**config.mk**
```make
export PLATFORM = sky130hd
export DESIGN_NAME = tmc_store
export DESIGN_NICKNAME = d
export VERILOG_FILES = /design/src/rtl/tmc_pkg.sv /design/src/rtl/tmc_store.sv /design/src/rtl/tmc_info_build.sv
export SDC_FILE = /design/constraint.sdc
export NUM_CORES = 1
export LEC_CHECK = 0
export BUFFER_PORTS_ARGS = -buffer_cell sky130_fd_sc_hd__buf_4
export CAP_MARGIN = 0
export CORE_ASPECT_RATIO = 2
export CORE_MARGIN = 4
export CORE_UTILIZATION = 25
export DETAILED_ROUTE_END_ITERATION = 10
export GPL_ROUTABILITY_DRIVEN = 0
export HOLD_SLACK_MARGIN = 0.08
export PLACE_DENSITY_LB_ADDON = 0.2
export SLEW_MARGIN = 20
export SYNTH_ARGS = -nofsm -noshare
export SYNTH_HDL_FRONTEND = slang
export SYNTH_HIERARCHICAL = 1
export SYNTH_SLANG_ARGS = --single-unit
```
**constraint.sdc**
```tcl
create_clock -name sys_clk_i -period 2.3 [get_ports sys_clk_i]
set_clock_uncertainty 0.2 [all_clocks]
set_input_delay 0.23 -clock sys_clk_i [delete_from_list [all_inputs] [get_ports sys_clk_i]]
set_output_delay 0.23 -clock sys_clk_i [all_outputs]
set_load 0.02 [all_outputs]
```
**src/rtl/tmc_pkg.sv**
```systemverilog
// Function
// - Store info word, time tag, then data
// - Codes 18/19 store generated transmitted word
// - Data pointer addresses the info word
// - Undefined codes answer normally unless illegalized or the invalidate option is set
// - No-data codes store only two words
// - Write results only after message completes
// - Gap mode: bit 13 flags gap error
// - Other mode: bit 13 flags broadcast
// - Bit 12 flags unexpected data words
// - Bit 10 flags message error change
// - Bit 9 flags busy, no data sent
// - Bit 8 flags illegalized command
// - Bit 5 records bus A or B
// - Bits 4..0 hold mode code
package tmc_pkg;
    localparam int          WORD_W          = 16;
    localparam int          ADDR_W          = 15;
    localparam int          MODE_W          = 5;
    localparam int          BIT_GAP_OR_BROADCAST_FLAG   = 13;
    localparam int          BIT_WCT_ERR     = 12;
    localparam int          BIT_MSG_ERR     = 10;
    localparam int          BIT_BUSY        = 9;
    localparam int          BIT_ILLEGAL     = 8;
    localparam int          BIT_BUS_SEL     = 5;
    localparam logic [4:0]  DATA_CODE_MIN   = 5'h10;
    localparam logic [4:0]  TX_VECTOR_CODE  = 5'h10;
    localparam logic [4:0]  TX_LAST_CMD     = 5'h12;
    localparam logic [4:0]  TX_SELFTEST     = 5'h13;
    localparam logic [4:0]  UNDEF_CODE_A    = 5'h11;
    localparam logic [4:0]  UNDEF_CODE_B    = 5'h14;
    localparam logic [4:0]  UNDEF_CODE_C    = 5'h15;
    localparam logic [14:0] OFS_TIME_TAG    = 15'h0001;
    localparam logic [14:0] OFS_MODE_DATA   = 15'h0002;
    localparam logic [15:0] INFO_RESET      = 16'h0000;
    typedef enum logic [1:0] {
        TMC_IDLE,
        TMC_INFO,
        TMC_TAG,
        TMC_DATA
    } tmc_state_e;
endpackage

```
**src/rtl/tmc_store.sv**
```systemverilog
`timescale 1ns/10ps
module tmc_store (
    input  wire logic                       sys_clk_i,
    input  wire logic                       srst_i,
    // Message events from the protocol engine
    input  wire logic                       msg_start_i,
    input  wire logic                       msg_done_i,
    input  wire logic [tmc_pkg::MODE_W-1:0] mode_code_i,
    input  wire logic [tmc_pkg::ADDR_W-1:0] data_ptr_i,
    input  wire logic [tmc_pkg::WORD_W-1:0] time_tag_i,
    input  wire logic                       gap_mode_i,
    input  wire logic                       gap_err_i,
    input  wire logic                       broadcast_i,
    input  wire logic                       wct_err_i,
    input  wire logic                       msg_err_i,
    input  wire logic                       global_busy_i,
    input  wire logic                       per_command_busy,
    input  wire logic                       illegal_i,
    input  wire logic                       undefined_modecode_invalidate,
    input  wire logic                       bus_b_i,
    // Mode data word: host table entry, or internally generated word
    input  wire logic [tmc_pkg::WORD_W-1:0] table_data_i,
    input  wire logic [tmc_pkg::WORD_W-1:0] last_cmd_word_i,
    input  wire logic [tmc_pkg::WORD_W-1:0] selftest_word_i,
    // Transmit side
    output logic                            tx_data_en_o,
    output logic      [tmc_pkg::WORD_W-1:0] tx_data_o,
    output logic                            respond_o,
    // Shared RAM write port
    output logic                            ram_we_o,
    output logic      [tmc_pkg::ADDR_W-1:0] ram_addr_o,
    output logic      [tmc_pkg::WORD_W-1:0] ram_wdata_o,
    output logic      [tmc_pkg::WORD_W-1:0] transmit_mode_message_info,
    output logic                            busy_o
);
    import tmc_pkg::*;

    tmc_state_e             state;
    tmc_state_e             next_state;
    logic [ADDR_W-1:0]      base;
    logic [ADDR_W-1:0]      next_base;
    logic [WORD_W-1:0]      tag;
    logic [WORD_W-1:0]      next_tag;
    logic [WORD_W-1:0]      mdata;
    logic [WORD_W-1:0]      next_mdata;
    logic [MODE_W-1:0]      code;
    logic [MODE_W-1:0]      next_code;
    logic                   with_data;
    logic                   next_with_data;
    logic [WORD_W-1:0]      info;
    logic [WORD_W-1:0]      next_info;
    logic                   next_we;
    logic [ADDR_W-1:0]      next_addr;
    logic [WORD_W-1:0]      next_wdata;
    logic                   next_tx_en;
    logic [WORD_W-1:0]      next_tx_data;
    logic [WORD_W-1:0]      built_info;
    logic                   busy_now;
    logic                   undef_code;
    logic                   in_form;
    logic [WORD_W-1:0]      sel_data;

    assign busy_now   = global_busy_i | per_command_busy;
    assign undef_code = (mode_code_i == UNDEF_CODE_A) || (mode_code_i == UNDEF_CODE_B)
                        || (mode_code_i == UNDEF_CODE_C);
    assign in_form    = !illegal_i && !(undef_code && undefined_modecode_invalidate);
    assign respond_o  = msg_start_i && in_form;
    assign busy_o     = (state != TMC_IDLE);

    tmc_info_build tmc_info_build_i (
        .gap_mode_i  (gap_mode_i),
        .gap_err_i   (gap_err_i),
        .broadcast_i (broadcast_i),
        .wct_err_i   (wct_err_i),
        .msg_err_i   (msg_err_i),
        .busy_i      (busy_now),
        .illegal_i   (illegal_i),
        .bus_b_i     (bus_b_i),
        .mode_code_i (code),
        .info_o      (built_info)
    );

    always_comb begin
        case (mode_code_i)
            TX_LAST_CMD: sel_data = last_cmd_word_i;
            TX_SELFTEST: sel_data = selftest_word_i;
            default:     sel_data = table_data_i;
        endcase
    end

    always_comb begin
        next_state     = state;
        next_base      = base;
        next_tag       = tag;
        next_mdata     = mdata;
        next_code      = code;
        next_with_data = with_data;
        next_info      = info;
        next_we        = 1'b0;
        next_addr      = ram_addr_o;
        next_wdata     = ram_wdata_o;
        next_tx_en     = 1'b0;
        next_tx_data   = tx_data_o;
        case (state)
            TMC_IDLE: begin
                if (msg_start_i) begin
                    next_code      = mode_code_i;
                    next_base      = data_ptr_i;
                    next_tag       = time_tag_i;
                    next_with_data = (mode_code_i >= DATA_CODE_MIN)
                                     && !busy_now && in_form;
                    next_mdata     = sel_data;
                    if ((mode_code_i >= DATA_CODE_MIN) && !busy_now && in_form) begin
                        next_tx_en   = 1'b1;
                        next_tx_data = sel_data;
                    end
                    next_state = TMC_INFO;
                end
            end
            TMC_INFO: begin
                if (msg_done_i) begin
                    next_info  = built_info;
                    next_we    = 1'b1;
                    next_addr  = base;
                    next_wdata = built_info;
                    next_state = TMC_TAG;
                end
            end
            TMC_TAG: begin
                next_we    = 1'b1;
                next_addr  = base + OFS_TIME_TAG;
                next_wdata = tag;
                next_state = with_data ? TMC_DATA : TMC_IDLE;
            end
            TMC_DATA: begin
                next_we    = 1'b1;
                next_addr  = base + OFS_MODE_DATA;
                next_wdata = mdata;
                next_state = TMC_IDLE;
            end
            default: next_state = TMC_IDLE;
        endcase
    end

    always_ff @(posedge sys_clk_i) begin
        if (srst_i) begin
            state                      <= TMC_IDLE;
            base                       <= '0;
            tag                        <= '0;
            mdata                      <= '0;
            code                       <= '0;
            with_data                  <= 1'b0;
            info                       <= INFO_RESET;
            ram_we_o                   <= 1'b0;
            ram_addr_o                 <= '0;
            ram_wdata_o                <= '0;
            tx_data_en_o               <= 1'b0;
            tx_data_o                  <= '0;
        end else begin
            state                      <= next_state;
            base                       <= next_base;
            tag                        <= next_tag;
            mdata                      <= next_mdata;
            code                       <= next_code;
            with_data                  <= next_with_data;
            info                       <= next_info;
            ram_we_o                   <= next_we;
            ram_addr_o                 <= next_addr;
            ram_wdata_o                <= next_wdata;
            tx_data_en_o               <= next_tx_en;
            tx_data_o                  <= next_tx_data;
        end
    end

    assign transmit_mode_message_info = info;
endmodule

```
**src/rtl/tmc_info_build.sv**
```systemverilog
`timescale 1ns/10ps
module tmc_info_build (
    input  wire logic                       gap_mode_i,
    input  wire logic                       gap_err_i,
    input  wire logic                       broadcast_i,
    input  wire logic                       wct_err_i,
    input  wire logic                       msg_err_i,
    input  wire logic                       busy_i,
    input  wire logic                       illegal_i,
    input  wire logic                       bus_b_i,
    input  wire logic [tmc_pkg::MODE_W-1:0] mode_code_i,
    output logic      [tmc_pkg::WORD_W-1:0] info_o
);
    import tmc_pkg::*;

    always_comb begin
        info_o = INFO_RESET;
        info_o[BIT_GAP_OR_BROADCAST_FLAG] = gap_mode_i ? gap_err_i : broadcast_i;
        info_o[BIT_WCT_ERR]   = wct_err_i;
        info_o[BIT_MSG_ERR]   = msg_err_i | gap_err_i | wct_err_i;
        info_o[BIT_BUSY]      = busy_i;
        info_o[BIT_ILLEGAL]   = illegal_i;
        info_o[BIT_BUS_SEL]   = bus_b_i;
        info_o[MODE_W-1:0]    = mode_code_i;
    end
endmodule

```
==> run summary, run 1 <==
After detailed placement, the total cell area comes to 6830 um2. The sum of negative setup slack was 0 ps. The cell sitting at the root of the clock tree is a clkbuf_16.

The post-route minimum period is 2240 ps, and the count of input and output buffers is 164. The flip-flop and latch count after synthesis was 120. Timing would allow up to 447 MHz. Setup repair after global routing left no endpoint under its margin. The fraction of the yosys area taken by sequential cells is 0.449, and the part of the total power dissipated in sequential elements is 0.385. The logs give 0.550 for the normalized max-slew margin and 0 for the count of endpoints failing hold in the final timing report.

After detailed routing, the total wire length is 18600 um. The type of the tightest min-delay check is primary input to flop. The count of warnings emitted by yosys was 6; the switching share of power was 0.250. Entering global routing, the biggest net connects 55 pins. The analysis attributes to cell leakage a power of 3.27 nW. The initial DRC count is 233.

In this run the count of I/O pins placed on the die edge is 165. Counting the buffers created by CTS gives 17. The most frequent standard cell in the layout excluding fill and tap cells was buf_4. The cell type contributing the most total cell area after synthesis is dfxtp_1. The tools report the number of routed nets with antenna violations as 0. Area of the core: 21000 um2. The proportion of synthesized flip-flops having asynchronous set or reset came out at 0.

The final period utilization was 0.972. The run gives 0.157 as the total routing resource utilization after global routing. The initial antenna violation count was 0; the total die area was 23900 um2.

The die width is 111 um. For the count of inserted antenna diode cells, the log shows 0. The starting density of the core was 0.254. After clock tree synthesis, the clock-pin slew on the worst setup and hold paths is 50 ps. The area growth from synthesis to layout is 51.0%. Summed over all layers, the global routing overflow is 0. The HPWL after detailed placement is 13400 um. The distinct cell type count after synthesis is 41. The setup path with the least slack is of type primary input to primary output. The most used flip-flop cell after synthesis is dfxtp_1. The run gives 120 as the total number of clock tree sinks. The tools report the switching power as 0.00148 W. Counting flops with a built-in enable in the synthesized netlist gives 0. The tools report the worst supply voltage drop on vdd as 0.342 mV. By area the synthesized netlist is led by dfxtp_1 45%, nand2_1 11%, a21oi_1 7.1%, mux2_2 7.0%, nor2_1 4.9%.

After detailed routing, the average wire length per cell comes to 16.1 um. The top-area cell type share of the netlist area was 0.449. A synthesized cell averages 8.05 um2. Critical-path maximum fanout: 3. The kind of start point of the critical path was a primary input.

The total of max-cap violations came out at 0. Synthesis produced a netlist whose cell count is 664. Post-CTS timing repair inserted 0 buffers for setup. The clock tree synthesis step divided the H-tree into 4 levels.

The internal power summed over all cells is 0.00444 W. The run gives 0.149 as the combinational fraction of design power. For the worst setup path, the data required time is 1870 ps. Using the TritonRoute via totals, the vias-per-cell ratio works out to 4.52. The final number of max-transition violations was 0. The worst setup path is captured at a primary output. The number of global-route vias before repair came out at 5497. The die is 215 um tall. The run gives 2 as the maximum clock path buffer count.

The floorplan row count was 75. The run gives 0.466 as the clock network fraction of design power. After synthesis the cells add up to 5350 um2. The tools report the worst hold slack as 118 ps. The count of unresolved DRC violations after routing was 0. Counting the fill cells in the layout gives 2238. After routing the design area is 8070 um2.

The run finished with clean final reports. Data on the critical path arrives at its endpoint at 1810 ps. The global-route wire length before repair was 29600 um. For this run, the detailed router's first-pass iteration total came to 4.

The power per cell area works out to 734 nW/um2. TritonCTS built the clock tree. The pin slew with the least headroom to its limit is 675 ps. In the layout the commonest cells are 183 x buf_4, 160 x nand2_1, 120 x dfxtp_1. After the last flow step, the layout net total stands at 974.

Clock latency on the worst-skew pair, taken at its later pin, is 420 ps. The fraction of layout cells with a size suffix above 1 works out to 0.290. The number of vias after detailed routing is 5229, and the final setup violation count is 0.
-- worst paths after layout --
| check | start | end | slack [ps] | cells after the start |
|---|---|---|---|---|
| worst max-delay path | mode_code_i[1] | respond_o | 60 | 6 |
| worst min-delay path | msg_done_i | state[0] | 120 | 4 |
| worst max register to register | base[1] | ram_addr_o[14] | 270 | 5 |
| worst min register to register | tag[0] | tag[0] | 250 | 2 |
-- synth_stat cells, drive strengths merged (2+ instances only) --
| cell | n |
|---|---|
| ha | 2 |
| nor4 | 6 |
| dfxtp | 120 |
| clkbuf | 32 |
| a21oi | 76 |
| nor4bb | 2 |
| or2 | 4 |
| o21ai | 38 |
| a211oi | 24 |
| nor2 | 70 |
| buf | 30 |
| a311oi | 3 |
| nor3 | 6 |
| mux2 | 33 |
| nand3 | 4 |
| nand2 | 160 |
| or3 | 4 |
| xnor2 | 7 |
| mux2i | 20 |
| inv | 6 |
| nand3b | 2 |
| nand4 | 3 |
-- state kept, by name, indices dropped and copies added, names as in the netlist --
| signal | count |
|---|---|
| code | 5 |
| base | 15 |
| ram_we_o | 1 |
| transmit_mode_message_info | 16 |
| tx_data_en_o | 1 |
| ram_wdata_o | 16 |
| with_data | 1 |
| ram_addr_o | 15 |
| mdata | 16 |
| state | 2 |
| tag | 16 |
| tx_data_o | 16 |
-- cell families (layout without fill, tap and decap cells) --
logic type / Yosys count / count (layout) / share of synthesized area
simple gates: 266 / 266 / 0.205
compound gates: 147 / 147 / 0.155
flops: 120 / 120 / 0.449
buf+inv: 68 / 287 / 0.0660
mux: 53 / 53 / 0.107
xor+xnor: 7 / 7 / 0.0115
fa+ha+maj: 2 / 2 / 0.00468
other cells: 1 / 5 / 0.000701
-- what timing repair did --
item	CTS	global route
setup endpoints to repair	0	0
gates resized for setup	0	0
hold buffers	63	0
hold endpoints to repair	84	0
-- metrics by stage --
stage / util / cells / total power (W) / setup slack, ps
2_1_floorplan: - / 668 / 0.00276 / 339
3_3_place_gp: 0.325 / 1061 / 0.00313 / 313
3_5_place_dp: 0.325 / 1061 / 0.00314 / 272
4_1_cts: 0.384 / 1156 / 0.00601 / 21.7
5_1_grt: 0.384 / 1156 / 0.00617 / 22.8
6_report: 0.384 / 1156 / 0.00592 / 64.2
-- per-layer routing --
metal | track usage | vias to the layer above | wire length, um
li1 | - | 2649 | -
met1 | 0.167 | 2411 | 6930
met2 | 0.293 | 138 | 10300
met3 | 0.0312 | 31 | 753
met4 | 0.0698 | 0 | 532
met5 | 0 | - | 0
-- final cells by class --
| class | count | area (um2) | share of cell area |
|---|---|---|---|
| Clock buffer | 24 | 492 | 0.0609 |
| Timing Repair Buffer | 249 | 2060 | 0.256 |
| Tap cell | 269 | 337 | 0.0417 |
| Clock inverter | 8 | 118 | 0.0146 |
| Sequential cell | 120 | 2400 | 0.298 |
| Multi-Input combinational cell | 480 | 2640 | 0.327 |
| Inverter | 6 | 22.5 | 0.00279 |
-- power by group through the flow --
stage          Clock (W)  Sequential (W)  Combinational, W
6_report         0.00276         0.00228          0.000880
5_1_grt          0.00289         0.00230          0.000978
4_1_cts          0.00282         0.00229          0.000898
3_5_place_dp           0         0.00233          0.000808
3_3_place_gp           0         0.00233          0.000803
2_1_floorplan          0         0.00237          0.000392
-- critical path: stages --
cell and delay, ps:
dlygate4sd3_1 540, buf_4 150, nor4bb_1 430, buf_4 220, a211oi_1 70, buf_4 160
Power figures use the tool's default switching activity.
==> run 2, diff against run 1 <==
ABC_CLOCK_PERIOD_IN_PS = 2300   (was not set)
CORE_MARGIN = not set   (was 4)
RECOVER_POWER = 50   (was not set)
==> run 2 against run 1 <==
Net effect:
- worst setup slack improved by 26 ps
- clock power about the same
- utilization decreased by 0.95 points
- clock-buffer cell count decreased by 4
- register-to-register slack got worse by 80 ps
- critical endpoint unchanged
- largest cell class unchanged
==> run summary, run 2 (same netlist as run 1, synthesis figures left out) <==
The flow ran to the end, and the final reports show no timing, DRC or antenna violations. The post-detailed-route via-to-cell ratio was 4.53 (+0.22%). The final-stage net count was 979 (+0.51%); the post-layout instance count excluding filler cells was 1161 (+0.43%). The area taken by flip-flops and latches was 2400 um2 (unchanged). The count of unresolved DRC violations after routing came out at 0 (unchanged). Setup repair after global routing left no endpoint under its margin. The tools report the final setup violation count as 0 (unchanged).

The number of routed nets with antenna violations is 0 (unchanged), and the placed standard-cell area is 6870 um2 (+0.55%). Total number of clock tree sinks: 120 (unchanged). The logs give 2640 um2 (unchanged) for the combined area of the multi-input logic cells and 453 MHz (+1.2%) for the achievable frequency. The starting density of the core is 0.255 (+0.00114), and the normalized max-slew margin is 0.419 (-0.131). The number of buffers added by the clock tree synthesis step is 17 (unchanged).

The total die area was 22000 um2 (-8.0%). The kind of start point of the critical path was a primary input. The routed length per placed instance came out at 15.6 um (-3.1%). The tools report the final number of max-transition violations as 0 (unchanged). The overall die height came out at 209 um (-2.8%). The critical path is of the primary input to primary output type. The count of endpoints failing hold in the final timing report is 0 (unchanged).

The count of inserted antenna diode cells is 0 (unchanged), and the pin slew with the least headroom to its limit is 862 ps (+187 ps). The library cell used most frequently in the layout, excluding fill and tap cells, is nand2_1. The tightest min-delay check is of the primary input to flop type.

Initial DRC count: 134 (-42%). The type of element capturing the critical path is a primary output. TritonCTS built the clock tree. The depth of the worst register-to-register path is 6 (+1). The top cell types in the final layout, fill and taps aside, are 160 x nand2_1, 120 x dfxtp_1, 118 x buf_4. The worst hold path depth was 4 (unchanged); the post-cts sizing count was 0 (unchanged).

The run gives 0.391 mV (+14%) as the worst supply voltage drop on vdd. Setup slack on the worst flop-to-flop path: 190 ps (-80 ps). The maximum clock path buffer count was 2 (unchanged); the fraction of layout cells with a size suffix above 1 was 0.222 (-0.0678).

The critical-path maximum fanout works out to 9 (+6). The tools report the end point of the most critical hold path as state[0]. The number of global-route vias before repair was 5389 (-2.0%).

The run gives 7840 um2 (-2.9%) as the post-layout instance area. For the total wirelength of the detailed-routed design, the log shows 18100 um (-2.7%). The number of vias after detailed routing is 5263 (+0.65%).

The post-route minimum period was 2210 ps (-26.3 ps); the floorplan row count was 75 (unchanged). The total of max-cap violations was 0 (unchanged). In this run the most critical hold path is launched from msg_done_i. The area growth from synthesis to layout is 46.6%. The clock transition at the register clock pins on the worst setup and hold paths after CTS came out at 50 ps (about the same).

Clock tree synthesis selected as its root buffer the cell clkbuf_16. The data arrival time of the critical path was 1780 ps (-30 ps). The power per cell area came out at 749 nW/um2 (+2.1%). The I/O pin count is 165 (unchanged).

Count of input and output buffers: 164 (unchanged). The die width was 105 um (-5.4%). In this run the critical register-to-register path is launched from state[1]. The final period utilization is 0.961 (-0.0114), and the clock network latency to the later pin of the worst-skew pair is 410 ps (about the same).

The tools report the leakage power summed over all cells as 3.00 nW (-8.1%). The maximum level of the CTS H-tree came out at 4 (unchanged). The logs give 103 (+87%) for the pin count of the biggest net entering global routing and 2260 (+0.98%) for the number of filler cells placed in the layout. Global-route wire length before repair: 28500 um (-3.7%). For the initial antenna violation count, the log shows 0 (unchanged). The total routing resource utilization after global routing is 0.170 (+0.0137), and the detailed-router iteration count before antenna repair is 4 (unchanged).

The tools report the aggregate global routing overflow as 0 (unchanged). The worst register-to-register path ends at base[10]. The run gives 20900 um2 (-0.45%) as the area of the core. The run gives 1870 ps (about the same) as the endpoint required time on the critical path.

Worst setup path startpoint: mode_code_i[0]. The logs give 12900 um (-3.8%) for the sum of net half-perimeters after detailed placement and 1066 (+0.47%) for the cell count after placement. The run gives 0 ps (unchanged) as the sum of negative setup slack.
[run 2: changes by cell type in the layout (fill, tap and decap cells not counted)]
cell / change
clkinv_4: +2
clkbuf_2: +4
buf_12: -1
o21ai_1: -1
clkbuf_8: -2
clkinvlp_4: +2
clkbuf_4: +1
o21ai_0: +1
clkbuf_1: +64
buf_4: -65
[run 2: final cells by class]
class | instances | area share
repair buffers | 254 | 0.234
well taps | 269 | 0.0430
clock inverters | 12 | 0.0192
inverters | 6 | 0.00287
flip-flops and latches | 120 | 0.307
clock buffers | 20 | 0.0583
multi-input cells | 480 | 0.336
[run 2: where the power goes]
part	switching, W	internal (W)
Sequential	0.0000818	0.00220
Clock	0.00100	0.00176
Combinational	0.000450	0.000386
[run 2: worst max-delay path by stage]
stage | end | slack [ps] | cells after the start
floorplan | tx_data_o[1] | 340 | 8
global placement | tx_data_o[12] | 340 | 6
detailed placement | tx_data_o[3] | 310 | 6
CTS | respond_o | 50 | 5
global route | respond_o | 10 | 5
finish | respond_o | 90 | 5
[run 2: stage by stage]
step           hold slack, ps  utilization  setup slack (ps)  total power, W
2_1_floorplan             166            -               339         0.00276
3_3_place_gp              239        0.328               337         0.00314
6_report                  114        0.374              90.5         0.00587
5_1_grt                   144        0.374              13.2         0.00614
4_1_cts                  92.5        0.387              54.9         0.00601
3_5_place_dp              246        0.328               308         0.00314
[run 2: critical path, stage by stage]
cell and delay, ps:
dlygate4sd3_1 540, buf_4 180, or2_2 340, a211oi_1 290, buf_4 190
[run 2: what timing repair did]
item	4_1_cts	5_1_grt
endpoints found under the hold margin	77	0
setup buffers	0	0
hold buffers	63	0
[run 2: metal layers]
layer / wire length (um) / GRT usage
met1: 7090 / 0.180
met2: 10000 / 0.326
met3: 553 / 0.0271
met4: 364 / 0.0709
met5: 0 / 0
==> run 3, diff against run 2 <==
--- a/config.mk
+++ b/config.mk
@@ -10,9 +10,10 @@
 export CAP_MARGIN = 0
 export CORE_ASPECT_RATIO = 2
+export CORE_MARGIN = 2
 export CORE_UTILIZATION = 25
 export DETAILED_ROUTE_END_ITERATION = 10
 export GPL_ROUTABILITY_DRIVEN = 0
 export HOLD_SLACK_MARGIN = 0.08
-export PLACE_DENSITY_LB_ADDON = 0.2
+export PLACE_DENSITY = 0.56
 export RECOVER_POWER = 50
 export SLEW_MARGIN = 20
==> constraint.sdc (replaced) <==
create_clock -name sys_clk_i -period 2.3 [get_ports sys_clk_i]
set_clock_uncertainty 0.2 [all_clocks]
set_input_delay 0.46 -clock sys_clk_i [delete_from_list [all_inputs] [get_ports sys_clk_i]]
set_output_delay 0.46 -clock sys_clk_i [all_outputs]
set_load 0.02 [all_outputs]
==> run 3 against run 2 <==
Net effect:
- design area is 6.4% lower
- combinational power is 7.9% lower
- first-iteration DRC count is 36% higher
- global-route usage is 1.0 points lower
- worst setup slack worse by 9.0 ps
- sequential cell count stayed put
- critical path type unchanged
- die area is 2.9% higher
==> run summary, run 3 (same netlist as run 1, synthesis figures left out) <==
Slowest cell on the critical path: nor4bb_1. The count of input and output buffers was 164 (unchanged). The tools report the terminus of the critical flop-to-flop path as tx_data_o[11].

The final-stage net count came out at 926 (-5.4%). TritonCTS built the clock tree. The post-layout instance area came out at 7340 um2 (-6.4%).

The logs give 0 (unchanged) for the number of routed nets with antenna violations and 0 (unchanged) for the total of max-cap violations. The clock transition at the register clock pins on the worst setup and hold paths after CTS was 50 ps (about the same). The fraction of layout cells with a size suffix above 1 was 0.235 (+0.0134); the post-detailed-route via-to-cell ratio was 4.60 (+1.5%).

The tools report the achievable frequency as 451 MHz (-0.41%). The depth of the worst register-to-register path is 5 (-1). The root buffer cell chosen for the clock tree is clkbuf_16. The number of buffers added by the clock tree synthesis step is 17 (unchanged), and the pin count of the biggest net entering global routing is 103 (unchanged).

The detailed-router iteration count before antenna repair was 4 (unchanged); the buffering stage count on the worst path with inverters included was 3 (unchanged). The number of global-route vias before repair came out at 5090 (-5.5%). For the data arrival time of the critical path, the log shows 1560 ps (-220 ps). Routed length per placed instance: 16.0 um (+2.7%). The run gives 0 (unchanged) as the count of inserted antenna diode cells. Layout-stage area growth over the synthesis result: 37.3%. The global-route wire length before repair came out at 27300 um (-4.1%). By instance count, the cell type seen most on the critical path is buf_4.

The normalized max-slew margin is 0.566 (+0.147), and the overall die height is 211 um (+0.96%). The total number of clock tree sinks was 120 (unchanged). Worst hold path depth: 3 (-1).

In this run the critical register-to-register path is launched from state[1]. The worst hold path terminates at base[13]. The run gives 4 (unchanged) as the maximum level of the CTS H-tree. Setup slack on the worst flop-to-flop path: 130 ps (-60 ps). The critical-path maximum fanout is 2 (-7), and the aggregate global routing overflow is 0 (unchanged). The run gives 0.160 (-0.0104) as the total routing resource utilization after global routing.

The placed standard-cell area came out at 6900 um2 (+0.40%). The library cells used most frequently in the layout, excluding fill and tap cells, are 160 x nand2_1, 120 x dfxtp_1, 119 x buf_4. The tools report the leakage power summed over all cells as 2.80 nW (-6.8%). The final period utilization works out to 0.965 (+0.00393). The tools report the kind of start point of the critical path as a primary input. The initial DRC count came out at 182 (+36%). The largest stage delay on the critical path is 570 ps (+30 ps).

The count of endpoints failing hold in the final timing report was 0 (unchanged); the initial antenna violation count was 0 (unchanged). The total wirelength of the detailed-routed design was 17700 um (-2.1%); the number of vias after detailed routing was 5088 (-3.3%). For the sum of net half-perimeters after detailed placement, the log shows 12900 um (-0.21%). The most frequent standard cell in the layout excluding fill and tap cells is nand2_1. I/O pin count: 165 (unchanged). The total die area was 22600 um2 (+2.9%).

The area of the core is 21000 um2 (+0.45%). Setup repair after global routing left no endpoint under its margin. The sum of negative setup slack came out at 0 ps (unchanged). The worst setup path is captured at a primary output. The power per cell area was 800 nW/um2 (+6.8%).

The die width was 107 um (+1.9%); the final setup violation count was 0 (unchanged). The count of unresolved DRC violations after routing is 0 (unchanged), and the final number of max-transition violations is 0 (unchanged). The run gives 410 ps (about the same) as the clock network latency to the later pin of the worst-skew pair. Floorplan row count: 75 (unchanged).

The endpoint required time on the critical path is 1640 ps (-230 ps), and the starting density of the core is 0.254 (-0.00114). The launch point of the worst hold path was data_ptr_i[13]. The pin slew with the least headroom to its limit is 651 ps (-211 ps). The worst supply voltage drop on vdd is 0.341 mV (-13%), and the post-route minimum period is 2220 ps (+9.03 ps).

Grouping stages by cell kind, the critical path spends the most delay in simple AND/OR/NAND/NOR gates. For the number of filler cells placed in the layout, the log shows 2336 (+3.4%). The worst setup path is of the primary input to primary output kind.

In this run the worst hold path is classified as primary input to flop. The flow ran to the end, and the final reports show no timing, DRC or antenna violations. The maximum clock path buffer count is 2 (unchanged).

The critical path goes through buf_4, nor4bb_1, buf_12, a211oi_1, buf_4.
==> run 3: how the worst max path moves through the flow <==
stage	to	slack (ps)	depth (start not counted)	startpoint
3_5_place_dp	tx_data_o[15]	-500	5	per_command_busy
2_1_floorplan	respond_o	120	3	mode_code_i[0]
3_3_place_gp	tx_data_o[5]	-450	5	per_command_busy
4_1_cts	ram_addr_o[14]	50	5	state[1]
6_report	respond_o	80	5	mode_code_i[1]
5_1_grt	ram_addr_o[5]	20	5	state[1]
==> run 3: area by class of cell <==
cell class	instances	area [um2]	share of cell area
Sequential cell	120	2400	0.327
Multi-Input combinational cell	480	2640	0.359
Inverter	6	22.5	0.00307
Tap cell	269	337	0.0459
Clock inverter	9	148	0.0201
Clock buffer	21	470	0.0641
Timing Repair Buffer	201	1320	0.180
==> run 3: per-stage QoR <==
step	hold slack, ps	setup slack, ps	std cells	total power [W]	utilization
after global placement	240	-451	1068	0.00314	0.328
after global routing	91.7	23.3	1106	0.00612	0.349
after CTS	82.3	51.5	1106	0.00601	0.362
final	104	81.5	1106	0.00587	0.349
after detailed placement	243	-497	1068	0.00315	0.328
after floorplan	233	123	668	0.00276	-
==> run 3: per-layer routing <==
metal  vias up  GRT usage  wire length [um]
met2       118      0.302              9860
li1       2551          -                 -
met5         -          0                 0
met4         0     0.0690               397
met1      2394      0.170              6890
met3        25     0.0287               528
==> run 3: power by group <==
part           total, W  switching, W  leakage, nW  internal (W)
Clock           0.00283      0.000947        0.305       0.00188
Combinational  0.000770      0.000441         1.52      0.000329
Sequential      0.00228     0.0000776        0.980       0.00220
==> run 3: worst reg2reg max path: stages (launching register included) <==
cell,delay [ps]
dfxtp_1,340
or3b_2,500
a211oi_4,160
clkbuf_2,530
mux2i_1,260
nor2_1,60
==> run 3: timing repair <==
| item | CTS | global route |
|---|---|---|
| hold buffers | 8 | 0 |
| setup endpoints to repair | 18 | 1 |
| gates resized for setup | 1 | 2 |
| setup buffers | 1 | 0 |
| endpoints found under the hold margin | 8 | 0 |
| pin swaps | 1 | 0 |
